File: src/rtl/bor_defines.svh
// Constants of the blit operand register bank: offsets, field ranges, masks.
// Assumes inclusion by bare name from design files; definitions only.
`ifndef BOR_DEFINES_SVH
`define BOR_DEFINES_SVH

// ==========================================================
// Register byte offsets (8-bit address, one word each)
`define BOR_A_TILE_LAST 8'h7c
`define BOR_A_SRC_BASE  8'h80
`define BOR_A_DST_BASE  8'h84
`define BOR_A_SRC_SIZE  8'h88
`define BOR_A_DST_SIZE  8'h8c
`define BOR_A_SRC_POS   8'h90
`define BOR_A_DST_POS   8'h94
`define BOR_A_COMMAND   8'h98
`define BOR_A_SRC_FMT   8'h9c
`define BOR_A_TILE_CFG  8'ha0

// ==========================================================
// Writable-bit masks; reserved bits read zero
`define BOR_M_BASE      32'h80ffffff
`define BOR_M_SIZE      32'h1fff1fff
`define BOR_M_POS       32'h1fff1fff
`define BOR_M_COMMAND   32'hffffff0f
`define BOR_M_SRC_FMT   32'h00ff3fff
`define BOR_M_TILE_CFG  32'h00000001
`define BOR_RESET_WORD  32'h00000000

// ==========================================================
// Field ranges and bit positions
`define BOR_F_ADDR      23:0
`define BOR_B_TILED     31
`define BOR_F_W         12:0
`define BOR_F_H         28:16
`define BOR_F_X         12:0
`define BOR_F_Y         28:16
`define BOR_F_OP        3:0
`define BOR_B_LAUNCH    8
`define BOR_B_PAT_MONO  13
`define BOR_B_X_RTL     14
`define BOR_B_Y_BTT     15
`define BOR_F_STRIDE    13:0
`define BOR_F_SRC_CLR   19:16
`define BOR_SRC_MONO    4'h0
`define BOR_F_WIDX      6:2
`define BOR_F_MONO_ALN  4:0
`define BOR_F_BYTE_ALN  1:0
`define BOR_MONO_TOP    3'h7
`define BOR_BYTE_MASK   16'h00ff

`endif

File: src/rtl/bor_pkg.sv
// Types shared by the blit operand register bank.
// Assumes nothing of its surroundings.
`default_nettype none
package bor_pkg;
	// Engine operations carried in the command word
	typedef enum logic [3:0] {
		BOR_OP_NOP        = 4'h0,
		BOR_OP_SCR_COPY   = 4'h1,
		BOR_OP_SCR_STRCH  = 4'h2,
		BOR_OP_HOST_COPY  = 4'h3,
		BOR_OP_HOST_STRCH = 4'h4,
		BOR_OP_RECT_FILL  = 4'h5,
		BOR_OP_LINE       = 4'h6,
		BOR_OP_POLYLINE   = 4'h7,
		BOR_OP_POLYGON    = 4'h8
	} bor_op_e;
	typedef logic [4:0] bor_widx_t;
endpackage
`default_nettype wire

File: src/rtl/bor_operand_regs.sv
// Operand register bank of a 2D block-transfer engine: tile store, surface
// bases, sizes, positions, command and source format; feeds the engine.
// Assumes one 50 MHz clock, synchronous inputs and a strobe register port.
`timescale 1ns/100ps
`default_nettype none
`include "bor_defines.svh"

// Function
// - Tile store holds 8x8 pixels: mono words 0-1, 8bpp 0-15, 16bpp 0-31.
// - Mono row n is byte n of words 0/1, leftmost pixel at the MSB.
// - Base registers hold a 24-bit address and a tiled flag in bit 31.
// - Source base used only for screen copies; host copies align from source x.
// - Size registers: width in bits 12:0, height in bits 28:16.
// - Source size applies only to stretch copies; otherwise destination size.
// - Screen copy positions name the corner chosen by the two direction bits.
// - Lines use source position as start and destination position as end.
// - In polygon mode positions track latest left and right vertices.
// - Polygon command with launch bit copies source position into destination.
// - Host copy alignment: mono uses x bits 4:0, colour x bits 1:0.
// - Host copies always run left to right, ignoring the x direction bit.
// - Each later host span alignment adds the source stride to the previous.
// - Command bits 15:14 choose right-to-left and bottom-to-top copying.
// - Command bit 13 selects a monochrome or destination-format tile.
// - Source stride for span alignment is source format bits 13:0.
module bor_operand_regs (
	// Clock and reset
	input  wire logic        clk,
	input  wire logic        sys_rst,
	// Register port
	input  wire logic [7:0]  reg_addr,
	input  wire logic [31:0] reg_wdata,
	input  wire logic        reg_wr,
	input  wire logic        reg_rd,
	output var  logic [31:0] reg_rdata_q,
	// Engine events
	input  wire logic        span_next,
	input  wire logic        left_vtx_valid,
	input  wire logic        right_vtx_valid,
	input  wire logic [31:0] vtx_xy,
	// Tile pixel lookup
	input  wire logic [2:0]  pat_x,
	input  wire logic [2:0]  pat_y,
	output var  logic [15:0] pat_pixel_q,
	// Operation
	output var  logic        cmd_start_q,
	output var  logic [3:0]  op_q,
	output var  logic        x_rtl_q,
	output var  logic        y_btt_q,
	output var  logic        pat_mono_q,
	// Surfaces
	output var  logic [23:0] src_addr_q,
	output var  logic        src_tiled_q,
	output var  logic        use_src_base_q,
	output var  logic [23:0] dst_addr_q,
	output var  logic        dst_tiled_q,
	// Rectangle sizes
	output var  logic [12:0] eff_src_w_q,
	output var  logic [12:0] eff_src_h_q,
	output var  logic [12:0] dst_w_q,
	output var  logic [12:0] dst_h_q,
	// Positions and host alignment
	output var  logic [31:0] start_xy_q,
	output var  logic [31:0] end_xy_q,
	output var  logic [4:0]  host_align_q
);
	// ==========================================================
	// Register state
	logic [31:0] src_base_q, dst_base_q, src_size_q, dst_size_q;
	logic [31:0] src_pos_q, dst_pos_q, command_q, src_fmt_q, tile_cfg_q;
	logic [31:0] rd_word;
	logic        rd_tile;
	logic [31:0] tile_word;
	logic        mono_s1_q, deep_s1_q;
	logic [4:0]  lane_s1_q;
	bor_pkg::bor_op_e op_w;

	// Word index of a tile pixel in the current tile format
	function automatic bor_pkg::bor_widx_t tile_idx(input logic mono, input logic deep,
			input logic [2:0] x, input logic [2:0] y);
		if (mono) begin
			tile_idx = {4'h0, y[2]};
		end else if (deep) begin
			tile_idx = {y, x[2:1]};
		end else begin
			tile_idx = {1'b0, y, x[2]};
		end
	endfunction

	// Bit offset of a tile pixel inside its word
	function automatic logic [4:0] tile_lane(input logic mono, input logic deep,
			input logic [2:0] x, input logic [2:0] y);
		if (mono) begin
			tile_lane = {y[1:0], `BOR_MONO_TOP - x};
		end else if (deep) begin
			tile_lane = {x[0], 4'h0};
		end else begin
			tile_lane = {x[1:0], 3'h0};
		end
	endfunction

	// Host alignment field drawn from an x value
	function automatic logic [4:0] host_align(input logic mono, input logic [12:0] x);
		host_align = mono ? x[`BOR_F_MONO_ALN] : {3'h0, x[`BOR_F_BYTE_ALN]};
	endfunction

	function automatic logic is_wr(input logic [7:0] a);
		is_wr = reg_wr && (reg_addr == a);
	endfunction

	wire logic tile_wr   = reg_wr && (reg_addr <= `BOR_A_TILE_LAST);
	wire logic cmd_wr    = reg_wr && (reg_addr == `BOR_A_COMMAND); // Inline: a function would miss strobe changes
	wire logic host_op   = (op_w == bor_pkg::BOR_OP_HOST_COPY) || (op_w == bor_pkg::BOR_OP_HOST_STRCH);
	wire logic src_mono  = (src_fmt_q[`BOR_F_SRC_CLR] == `BOR_SRC_MONO);
	wire logic poly_wcmd = cmd_wr && reg_wdata[`BOR_B_LAUNCH]
		&& (reg_wdata[`BOR_F_OP] == bor_pkg::BOR_OP_POLYGON);
	assign op_w = bor_pkg::bor_op_e'(command_q[`BOR_F_OP]);

	// ==========================================================
	// Plain software registers, reserved bits dropped on write
	always_ff @(posedge clk) begin
		if (sys_rst) begin
			src_base_q <= `BOR_RESET_WORD;
			dst_base_q <= `BOR_RESET_WORD;
			src_size_q <= `BOR_RESET_WORD;
			dst_size_q <= `BOR_RESET_WORD;
			command_q  <= `BOR_RESET_WORD;
			src_fmt_q  <= `BOR_RESET_WORD;
			tile_cfg_q <= `BOR_RESET_WORD;
		end else begin
			if (is_wr(`BOR_A_SRC_BASE)) src_base_q <= reg_wdata & `BOR_M_BASE;
			if (is_wr(`BOR_A_DST_BASE)) dst_base_q <= reg_wdata & `BOR_M_BASE;
			if (is_wr(`BOR_A_SRC_SIZE)) src_size_q <= reg_wdata & `BOR_M_SIZE;
			if (is_wr(`BOR_A_DST_SIZE)) dst_size_q <= reg_wdata & `BOR_M_SIZE;
			if (cmd_wr)                 command_q  <= reg_wdata & `BOR_M_COMMAND;
			if (is_wr(`BOR_A_SRC_FMT))  src_fmt_q  <= reg_wdata & `BOR_M_SRC_FMT;
			if (is_wr(`BOR_A_TILE_CFG)) tile_cfg_q <= reg_wdata & `BOR_M_TILE_CFG;
		end
	end

	// Positions; engine vertex updates win over a software write in the same cycle
	always_ff @(posedge clk) begin
		if (sys_rst) begin
			src_pos_q <= `BOR_RESET_WORD;
			dst_pos_q <= `BOR_RESET_WORD;
		end else begin
			if (left_vtx_valid) begin
				src_pos_q <= vtx_xy & `BOR_M_POS;
			end else if (is_wr(`BOR_A_SRC_POS)) begin
				src_pos_q <= reg_wdata & `BOR_M_POS;
			end
			if (right_vtx_valid) begin
				dst_pos_q <= vtx_xy & `BOR_M_POS;
			end else if (poly_wcmd) begin
				dst_pos_q <= src_pos_q;
			end else if (is_wr(`BOR_A_DST_POS)) begin
				dst_pos_q <= reg_wdata & `BOR_M_POS;
			end
		end
	end

	// ==========================================================
	// Operation outputs, refreshed every cycle from command_q; cmd_start_q from the launch write
	always_ff @(posedge clk) begin
		if (sys_rst) begin
			cmd_start_q <= 1'b0;
			op_q        <= 4'h0;
			x_rtl_q     <= 1'b0;
			y_btt_q     <= 1'b0;
			pat_mono_q  <= 1'b0;
		end else begin
			cmd_start_q <= cmd_wr && reg_wdata[`BOR_B_LAUNCH];
			op_q        <= command_q[`BOR_F_OP];
			x_rtl_q     <= command_q[`BOR_B_X_RTL] && !host_op;
			y_btt_q     <= command_q[`BOR_B_Y_BTT];
			pat_mono_q  <= command_q[`BOR_B_PAT_MONO];
		end
	end

	// Surfaces and sizes seen by the engine
	always_ff @(posedge clk) begin
		if (sys_rst) begin
			src_addr_q     <= 24'h0;
			src_tiled_q    <= 1'b0;
			use_src_base_q <= 1'b0;
			dst_addr_q     <= 24'h0;
			dst_tiled_q    <= 1'b0;
			eff_src_w_q    <= 13'h0;
			eff_src_h_q    <= 13'h0;
			dst_w_q        <= 13'h0;
			dst_h_q        <= 13'h0;
		end else begin
			src_addr_q     <= src_base_q[`BOR_F_ADDR];
			src_tiled_q    <= src_base_q[`BOR_B_TILED];
			use_src_base_q <= (op_w == bor_pkg::BOR_OP_SCR_COPY) || (op_w == bor_pkg::BOR_OP_SCR_STRCH);
			dst_addr_q     <= dst_base_q[`BOR_F_ADDR];
			dst_tiled_q    <= dst_base_q[`BOR_B_TILED];
			if ((op_w == bor_pkg::BOR_OP_SCR_STRCH) || (op_w == bor_pkg::BOR_OP_HOST_STRCH)) begin
				eff_src_w_q <= src_size_q[`BOR_F_W];
				eff_src_h_q <= src_size_q[`BOR_F_H];
			end else begin
				eff_src_w_q <= dst_size_q[`BOR_F_W];
				eff_src_h_q <= dst_size_q[`BOR_F_H];
			end
			dst_w_q        <= dst_size_q[`BOR_F_W];
			dst_h_q        <= dst_size_q[`BOR_F_H];
		end
	end

	// Start and end points: copy corners, line segment ends, polygon sides
	always_ff @(posedge clk) begin
		if (sys_rst) begin
			start_xy_q <= `BOR_RESET_WORD;
			end_xy_q   <= `BOR_RESET_WORD;
		end else begin
			start_xy_q <= src_pos_q;
			end_xy_q   <= dst_pos_q;
		end
	end

	// Host span alignment: loaded on a command write, stepped by the stride
	always_ff @(posedge clk) begin
		if (sys_rst) begin
			host_align_q <= 5'h0;
		end else if (cmd_wr) begin
			host_align_q <= host_align(src_mono, src_pos_q[`BOR_F_X]);
		end else if (span_next && host_op) begin
			if (src_mono) begin
				host_align_q <= host_align_q + src_fmt_q[`BOR_F_MONO_ALN];
			end else begin
				host_align_q <= {3'h0, host_align_q[`BOR_F_BYTE_ALN] + src_fmt_q[`BOR_F_BYTE_ALN]};
			end
		end
	end

	// ==========================================================
	// Tile store; a narrow 32-word RAM rather than flops keeps area down
	always_comb begin
		rd_tile = reg_addr <= `BOR_A_TILE_LAST;
		unique case (reg_addr)
			`BOR_A_SRC_BASE: rd_word = src_base_q;
			`BOR_A_DST_BASE: rd_word = dst_base_q;
			`BOR_A_SRC_SIZE: rd_word = src_size_q;
			`BOR_A_DST_SIZE: rd_word = dst_size_q;
			`BOR_A_SRC_POS:  rd_word = src_pos_q;
			`BOR_A_DST_POS:  rd_word = dst_pos_q;
			`BOR_A_COMMAND:  rd_word = command_q;
			`BOR_A_SRC_FMT:  rd_word = src_fmt_q;
			`BOR_A_TILE_CFG: rd_word = tile_cfg_q;
			default:         rd_word = `BOR_RESET_WORD;
		endcase
	end

	bor_tile_mem u_tile (
		.clk         (clk),
		.wr_en       (tile_wr),
		.wr_idx      (reg_addr[`BOR_F_WIDX]),
		.wr_data     (reg_wdata),
		.rda_idx     (tile_idx(command_q[`BOR_B_PAT_MONO], tile_cfg_q[0], pat_x, pat_y)),
		.rda_q       (tile_word),
		.rdb_idx     (reg_addr[`BOR_F_WIDX]),
		.rdb_alt_sel (!rd_tile),
		.rdb_alt     (rd_word),
		.rdb_q       (reg_rdata_q)
	);

	// Lane info registered in the same stage as the one-cycle RAM read
	always_ff @(posedge clk) begin
		if (sys_rst) begin
			mono_s1_q <= 1'b0;
			deep_s1_q <= 1'b0;
			lane_s1_q <= 5'h0;
		end else begin
			mono_s1_q <= command_q[`BOR_B_PAT_MONO];
			deep_s1_q <= tile_cfg_q[0];
			lane_s1_q <= tile_lane(command_q[`BOR_B_PAT_MONO], tile_cfg_q[0], pat_x, pat_y);
		end
	end

	// Pixel extraction: two cycles from pat_x/pat_y to pat_pixel_q
	always_ff @(posedge clk) begin
		if (sys_rst) begin
			pat_pixel_q <= 16'h0;
		end else if (mono_s1_q) begin
			pat_pixel_q <= {15'h0, tile_word[lane_s1_q]};
		end else if (deep_s1_q) begin
			pat_pixel_q <= 16'((tile_word >> lane_s1_q));
		end else begin
			pat_pixel_q <= 16'((tile_word >> lane_s1_q)) & `BOR_BYTE_MASK;
		end
	end

	// ==========================================================
	// Checks
	base_rsvd_a: assert property (@(posedge clk) disable iff (sys_rst)
		src_base_q[30:24] == 7'h0 && dst_base_q[30:24] == 7'h0)
		else $error("base reserved bits set");
	size_rsvd_a: assert property (@(posedge clk) disable iff (sys_rst)
		(dst_size_q & ~`BOR_M_SIZE) == 32'h0 && (src_size_q & ~`BOR_M_SIZE) == 32'h0)
		else $error("size reserved bits set");
	poly_copy_a: assert property (@(posedge clk) disable iff (sys_rst)
		poly_wcmd && !right_vtx_valid |=> dst_pos_q == $past(src_pos_q))
		else $error("polygon launch did not copy position");
	left_vtx_a: assert property (@(posedge clk) disable iff (sys_rst)
		left_vtx_valid ##1 reg_rd && reg_addr == `BOR_A_SRC_POS && !left_vtx_valid
		|=> reg_rdata_q == ($past(vtx_xy, 2) & `BOR_M_POS))
		else $error("left vertex not readable");
	src_size_a: assert property (@(posedge clk) disable iff (sys_rst)
		op_w == bor_pkg::BOR_OP_SCR_COPY |=> eff_src_w_q == $past(dst_size_q[`BOR_F_W]))
		else $error("plain copy used source size");
	host_dir_a: assert property (@(posedge clk) disable iff (sys_rst)
		host_op |=> !x_rtl_q)
		else $error("host copy ran right to left");
	span_step_a: assert property (@(posedge clk) disable iff (sys_rst)
		span_next && host_op && src_mono && !cmd_wr
		|=> host_align_q == 5'($past(host_align_q) + $past(src_fmt_q[4:0])))
		else $error("span alignment not stepped");
	unmapped_a: assert property (@(posedge clk) disable iff (sys_rst)
		reg_rd && reg_addr > `BOR_A_TILE_CFG |=> reg_rdata_q == 32'h0)
		else $error("unmapped read not zero");
	mono_pix_a: assert property (@(posedge clk) disable iff (sys_rst)
		command_q[`BOR_B_PAT_MONO] && pat_y == 3'h0 && pat_x == 3'h0 ##1 1'b1
		|=> pat_pixel_q[15:1] == 15'h0 && pat_pixel_q[0] == $past(tile_word[7]))
		else $error("mono tile pixel misplaced");
endmodule
`default_nettype wire

File: src/rtl/bor_tile_mem.sv
// Fill tile store: 32 words of 32 bits, one write port, two registered reads.
// Assumes one clock; port B can load a bypass word instead of the array.
`timescale 1ns/100ps
`default_nettype none
module bor_tile_mem (
	// Clock
	input  wire logic               clk,
	// Write port
	input  wire logic               wr_en,
	input  wire bor_pkg::bor_widx_t wr_idx,
	input  wire logic [31:0]        wr_data,
	// Engine read port
	input  wire bor_pkg::bor_widx_t rda_idx,
	output var  logic [31:0]        rda_q,
	// Software read port with bypass
	input  wire bor_pkg::bor_widx_t rdb_idx,
	input  wire logic               rdb_alt_sel,
	input  wire logic [31:0]        rdb_alt,
	output var  logic [31:0]        rdb_q
);
	// ==========================================================
	// Storage
	logic [31:0] mem [32];

	// Writes; tile content has no reset, as in a plain RAM
	always_ff @(posedge clk) begin
		if (wr_en) begin
			mem[wr_idx] <= wr_data;
		end
	end

	// Engine read, one cycle latency
	always_ff @(posedge clk) begin
		rda_q <= mem[rda_idx];
	end

	// Software read; bypass keeps the bus answer a single flop
	always_ff @(posedge clk) begin
		rdb_q <= rdb_alt_sel ? rdb_alt : mem[rdb_idx];
	end
endmodule
`default_nettype wire

File: config.mk
export PLATFORM = sky130hd
export DESIGN_NAME = bor_operand_regs
export DESIGN_NICKNAME = d
export VERILOG_FILES = /design/src/rtl/bor_pkg.sv /design/src/rtl/bor_operand_regs.sv /design/src/rtl/bor_tile_mem.sv
export VERILOG_INCLUDE_DIRS = /design/src /design/src/rtl
export SDC_FILE = /design/constraint.sdc
export NUM_CORES = 2
export LEC_CHECK = 0
export BUFFER_PORTS_ARGS = -buffer_cell sky130_fd_sc_hd__clkbuf_2
export CORE_MARGIN = 1
export CORE_UTILIZATION = 45
export DETAILED_ROUTE_END_ITERATION = 12
export GPL_TIMING_DRIVEN = 0
export SYNTH_ARGS = -nofsm -noshare
export SYNTH_HDL_FRONTEND = slang
export SYNTH_HIERARCHICAL = 1
export SYNTH_SLANG_ARGS = --single-unit
File: constraint.sdc
create_clock -name clk -period 3.71 [get_ports clk]
set_input_delay 0.1855 -clock clk [delete_from_list [all_inputs] [get_ports clk]]
set_output_delay 0.1855 -clock clk [all_outputs]
set_load 0.02 [all_outputs]
# Word-level counts from Yosys, hierarchy flattened
# Memory sizes are Yosys's and may differ from the RTL's. A register that Yosys moved wholly into a read port is not among the register bits.
# Index checks and enable logic that the tools add are counted.
# classes
bitwise	1
n_mux	22
n_reduce_logical	26
shift	1
n_eq_ne	14
order_cmp	2
n_addsub	3
# ops
cell	count
32-bit one-hot mux with 9 select lines	1
32-bit 2-to-1 mux	3
29-bit 2-to-1 mux	3
8-bit equality test (second input constant)	9
5-bit 2-to-1 mux	8
32-bit by 5-bit right shift with 16-bit output	1
13-bit 2-to-1 mux	2
1-bit logical AND	14
4-bit by 2-bit equality test with 1-bit output (second input constant)	2
8-bit by 7-bit less-or-equal comparator with 1-bit output (second input constant)	1
5-bit by 6-bit < comparator with 1-bit output (second input constant)	1
2-bit nonzero test	3
5-bit adder	1
1-bit binary-select mux with 5-bit select	1
4-bit by 1-bit equality test with 1-bit output (second input constant)	1
4-bit by 3-bit equality test with 1-bit output (second input constant)	1
4-bit equality test (second input constant)	1
4-bit zero test	1
1-bit 2-to-1 mux	4
2-bit OR reduction	2
1-bit logical OR	3
3-bit nonzero test	1
3-bit OR reduction	1
3-bit subtractor (first input constant)	1
3 further kinds	3
# totals
output_inout_bits	228
ram_bits	1024
regBits	439
elab_cells	103
n_memories	1
# mem_list
memory	words	width	read_ports	rd_ports_with_merged_regs	write_ports	line_no	rtl
u_tile.mem	32	32	2	1	1	bor_tile_mem.sv:23	logic [31:0] mem [32];

# Longest topological paths before layout
# depth
depth_word	6
ltp_mapped	9
mapped_depth_nobuf	8

# By module
# The synthesis kept the hierarchy.
# modules_own_cells
module	cells_each	n_inst	area_per_inst_um2
bor_tile_mem	2630	1	48943.2
bor_operand_regs	1887	1	16970.0

# Least setup slack after synthesis
# OpenSTA, ideal clock, no wires.
# synth_path
path_type	in2reg
start	in reg_addr[1]
end	mem u_tile.mem[12][0] (enable)
slack_ns	0.284
t_required_ns	3.289
arrival_ns	3.005
cell_stages	7
n_path_buf	2
setup_time_ns	0.421
cell_sequence	buf_2 nor2_1 o31ai_1 nor2_1 or3b_2 clkbuf_1 nor2_1
# synth_between
elab_chain_len	4
# synth_lines
element	line_no	rtl
start, declared	bor_operand_regs.sv:30	input wire logic [7:0] reg_addr,
8-bit by 7-bit less-or-equal comparator with 1-bit output (no line)	--	
1-bit logical AND	bor_operand_regs.sv:110	wire logic tile_wr = reg_wr && (reg_addr <= `BOR_A_TILE_LAST);
named net tile_wr	bor_operand_regs.sv:110	
1-bit 2-to-1 mux	bor_tile_mem.sv:27	if (wr_en) begin
1-bit 2-to-1 mux (implied by the code)	bor_tile_mem.sv:28	mem[wr_idx] <= wr_data;
end, declared	bor_tile_mem.sv:23	
# The timed path passes the listed nets, and every way through them passes these cells.

# Final worst setup path
# layout_path
start	reg tile_cfg_q[0]
end	reg u_tile.rda_q[29] (read register of u_tile.mem)
# layout_between
elab_chain_len	2
# layout_lines
element	line_no	rtl
start, declared	bor_operand_regs.sv:69	logic [31:0] src_pos_q, dst_pos_q, command_q, src_fmt_q, tile_cfg_q;
start signal, assigned	bor_operand_regs.sv:128	tile_cfg_q <= `BOR_RESET_WORD;
start signal, assigned	bor_operand_regs.sv:136	if (is_wr(`BOR_A_TILE_CFG)) tile_cfg_q <= reg_wdata & `BOR_M_TILE_CFG;
5-bit 2-to-1 mux	bor_operand_regs.sv:82	end else if (deep) begin
5-bit 2-to-1 mux	bor_operand_regs.sv:80	if (mono) begin
end, declared	bor_tile_mem.sv:14	output var logic [31:0] rda_q,
# No other way between the ends.
# A chain may end at the register's enable or synchronous reset.

==> flow_metrics.tcl <==
set metrics [dict create \
    internal_power_mw 28.6 \
    worstMarginPinSlew_ps 1530 \
    max_freq_mhz 264 \
    p_sw_share_pct 24.4 \
    std_cell_rows 140 \
    via_count 47400 \
    hold_ws_ps 46.4 \
    endpoint_kind "register" \
    track_usage_pct 35.3 \
    fin_nets 5159 \
    netlist_top_cells_count "edfxtp_1, mux2i_1, dfxtp_1" \
    finalHoldViolCount 0 \
    syn2layout_area_growth_pct 17.1 \
    gp_congestion 0.971 \
    synth_warnings 6 \
    stdcell_count 7126 \
    yosys.area.top_type "edfxtp_1" \
    p_comb_share_pct 8.8 \
    ios 313 \
    sequentialPowerShare_pct 47.8 \
    arrival_ps 4440 \
    hold_class "in2reg" \
    r2r_cells 6 \
    clock_sinks 1483 \
    fin_ws_ps -82.1 \
    ant_nets 0 \
    ys_ff_latch 1483 \
    ctsHtreeMaxLevel 4 \
    drt_first_pass_iters 9 \
    synth-seq-area-share_pct 60.6 \
    cp_max_fo 10 \
    async_reset_ff_share_pct 0 \
    r2r_slack_ps -80 \
    routed_wl_um 264000 \
    syn_inst 4517 \
    grt_pass1_vias 45500 \
    post-route-period-util_pct 102 \
    place_ws_ps -1380 \
    path_class "reg2reg" \
    die_w_um 385 \
    grt_overflow_total 0 \
    postLayoutCellArea_um2 77200 \
    synth-edff-count 1024 \
    clockPowerShare_pct 43.4 \
    start_kind "register" \
    syn-cell-area_um2 65900 \
    layout-drive-gt1-share_pct 24.2 \
    rsz0062_at_grt "false" \
    post_dp_cell_area_um2 71300 \
    grt_max_degree 40 \
    maxCapViolCount 1 \
    p_leak_nw 27.0 \
    hold_path_depth 3 \
    synth_area_leaders "edfxtp_1, dfxtp_1, mux4_2" \
    yosysMostFrequentCell "edfxtp_1" \
    start_util_pct 45.3 \
    clkSlewWorstSetupHoldPaths_ps 60 \
    clock_skew_ps 25.9 \
    fp.dieArea_um2 148000 \
    dp.cells 6786 \
    ys_types 78 \
    port_buffers 289 \
    dpl.hpwl_um 185000 \
    antenna_found_initial 14 \
    grt_pass1_wl_um 359000 \
    timing.rr.end "u_tile/rda_q[29]" \
    cts_tree "yes" \
    worst-endpoint-required_ps 4360 \
    clock_latency_ps 830 \
    root_buffer "clkbuf_16" \
    postSynthAreaPerCell_um2 14.6 \
    power.total_mw 37.8 \
    cts_made_buffers 158 \
    slew_headroom_pct -1.75 \
    core-area_um2 146000 \
    synth_top_area_share_pct 46.7 \
    hp-start "reg_wdata[30]" \
    violations "max-capacitance violations, max-slew violations, negative setup slack" \
    final_core_util_pct 53.0 \
    post-route-drc-count 0 \
    fp.dieH_um 385 \
    drt_iter0_markers 6927 \
    fin_tns_setup_ps -650 \
    setup_viol 18 \
    drv_slew 11 \
    nFillCells 12200 \
    p_sw_mw 9.24 \
    cts_max_path_buffers 3 \
    crit_start "tile_cfg_q[0]" \
    regToRegStartpoint "tile_cfg_q[0]" \
    ys.flop_type "edfxtp_1" \
    status "complete, but fails checks" \
    powerDensity_nw_per_um2 490 \
    hold_path_end "command_q[30]" \
    viasPerCell 6.65 \
    wl_per_cell_um 37.0 \
    irDropWorstVdd_v 0.000429 \
    period_needed_ps 3790 \
]
power groups by stage:
stage          logic [mW]  clock network [mW]  registers (mW)
2_1_floorplan        1.67                   0            18.4
3_3_place_gp         3.15                   0            18.4
3_5_place_dp         3.20                   0            18.4
4_1_cts              3.25                16.5            18.1
5_1_grt              3.40                17.2            18.1
6_report             3.34                16.4            18.1
area by class of cell:
cell class	instances	area [µm²]	area share, %
Multi-Input combinational cell	2640	24300	31.5
Clock inverter	81	901	1.17
Sequential cell	1483	39900	51.7
Inverter	10	37.5	0.0486
Timing Repair Buffer	382	3110	4.03
Tap cell	1917	2400	3.11
Antenna cell	7	17.5	0.0227
Buffer	394	2000	2.58
Clock buffer	212	4470	5.79
placed cells by master, fill, tap and decap left out, types with 54 or more instances in the layout:
master / instances
mux4_2: 352
a21oi_1: 260
edfxtp_1: 1024
a22o_1: 72
buf_2: 112
a211oi_1: 57
buf_4: 54
clkbuf_1: 197
nor2_1: 67
mux2i_1: 580
clkbuf_16: 168
mux2_2: 64
a22oi_1: 190
a221oi_1: 67
clkbuf_2: 312
nand2_1: 421
nor2b_1: 143
dfxtp_1: 458
state kept, by name (all words and copies together) (netlist names), 28 cells and up:
register / flops
u_tile/mem: 1024
u_tile/rdb_q: 32
u_tile/rda_q: 32
command_q: 28
timing repair:
item                                    CTS  global route
resized for setup                        52             3
pin swaps                                 0             0
setup buffers                             0             0
endpoints found under the setup margin   32             9
hold endpoints to repair                130             0
hold buffers                             41             0
cells by family after synthesis:
logic type                 Yosys count  synth area share, %
AOI/OAI and AO/OA                  841                 8.74
muxes                              998                 22.0
DFF                               1483                 60.6
adders and majority gates            5                0.106
xor gates and xnor gates             6               0.0797
and+or+nand+nor                    778                 5.57
other                                1              0.00569
buffers and inverters              405                 2.92
per-layer routing:
layer / global-route usage (%) / wire (µm) / up-vias
met3: 8.67 / 29200 / 767
met5: 0 / 100 / -
li1: - / - / 18900
met2: 54.9 / 120000 / 3394
met1: 45.3 / 96900 / 24300
met4: 19.7 / 17200 / 12
worst max-delay path, cell delays in order (launching register included):
cell             delay, ps
dfxtp_2                620
mux2i_1                140
nor2_1                 100
clkdlybuf4s15_1        880
clkbuf_1               860
mux4_2                 510
mux2_2                 420
how the worst max path moves through the flow:
| stage | endpoint | slack, ps |
|---|---|---|
| final | u_tile/rda_q[29] | -80 |
| after global routing | u_tile/rda_q[28] | 3 |
| after CTS | u_tile/rda_q[30] | 6 |
| after detailed placement | u_tile/rda_q[29] | -1380 |
| after global placement | u_tile/mem[28][22] | -3110 |
| after floorplan | u_tile/mem[12][0] | 280 |
Note: power is estimated with default switching activity, not from simulation.
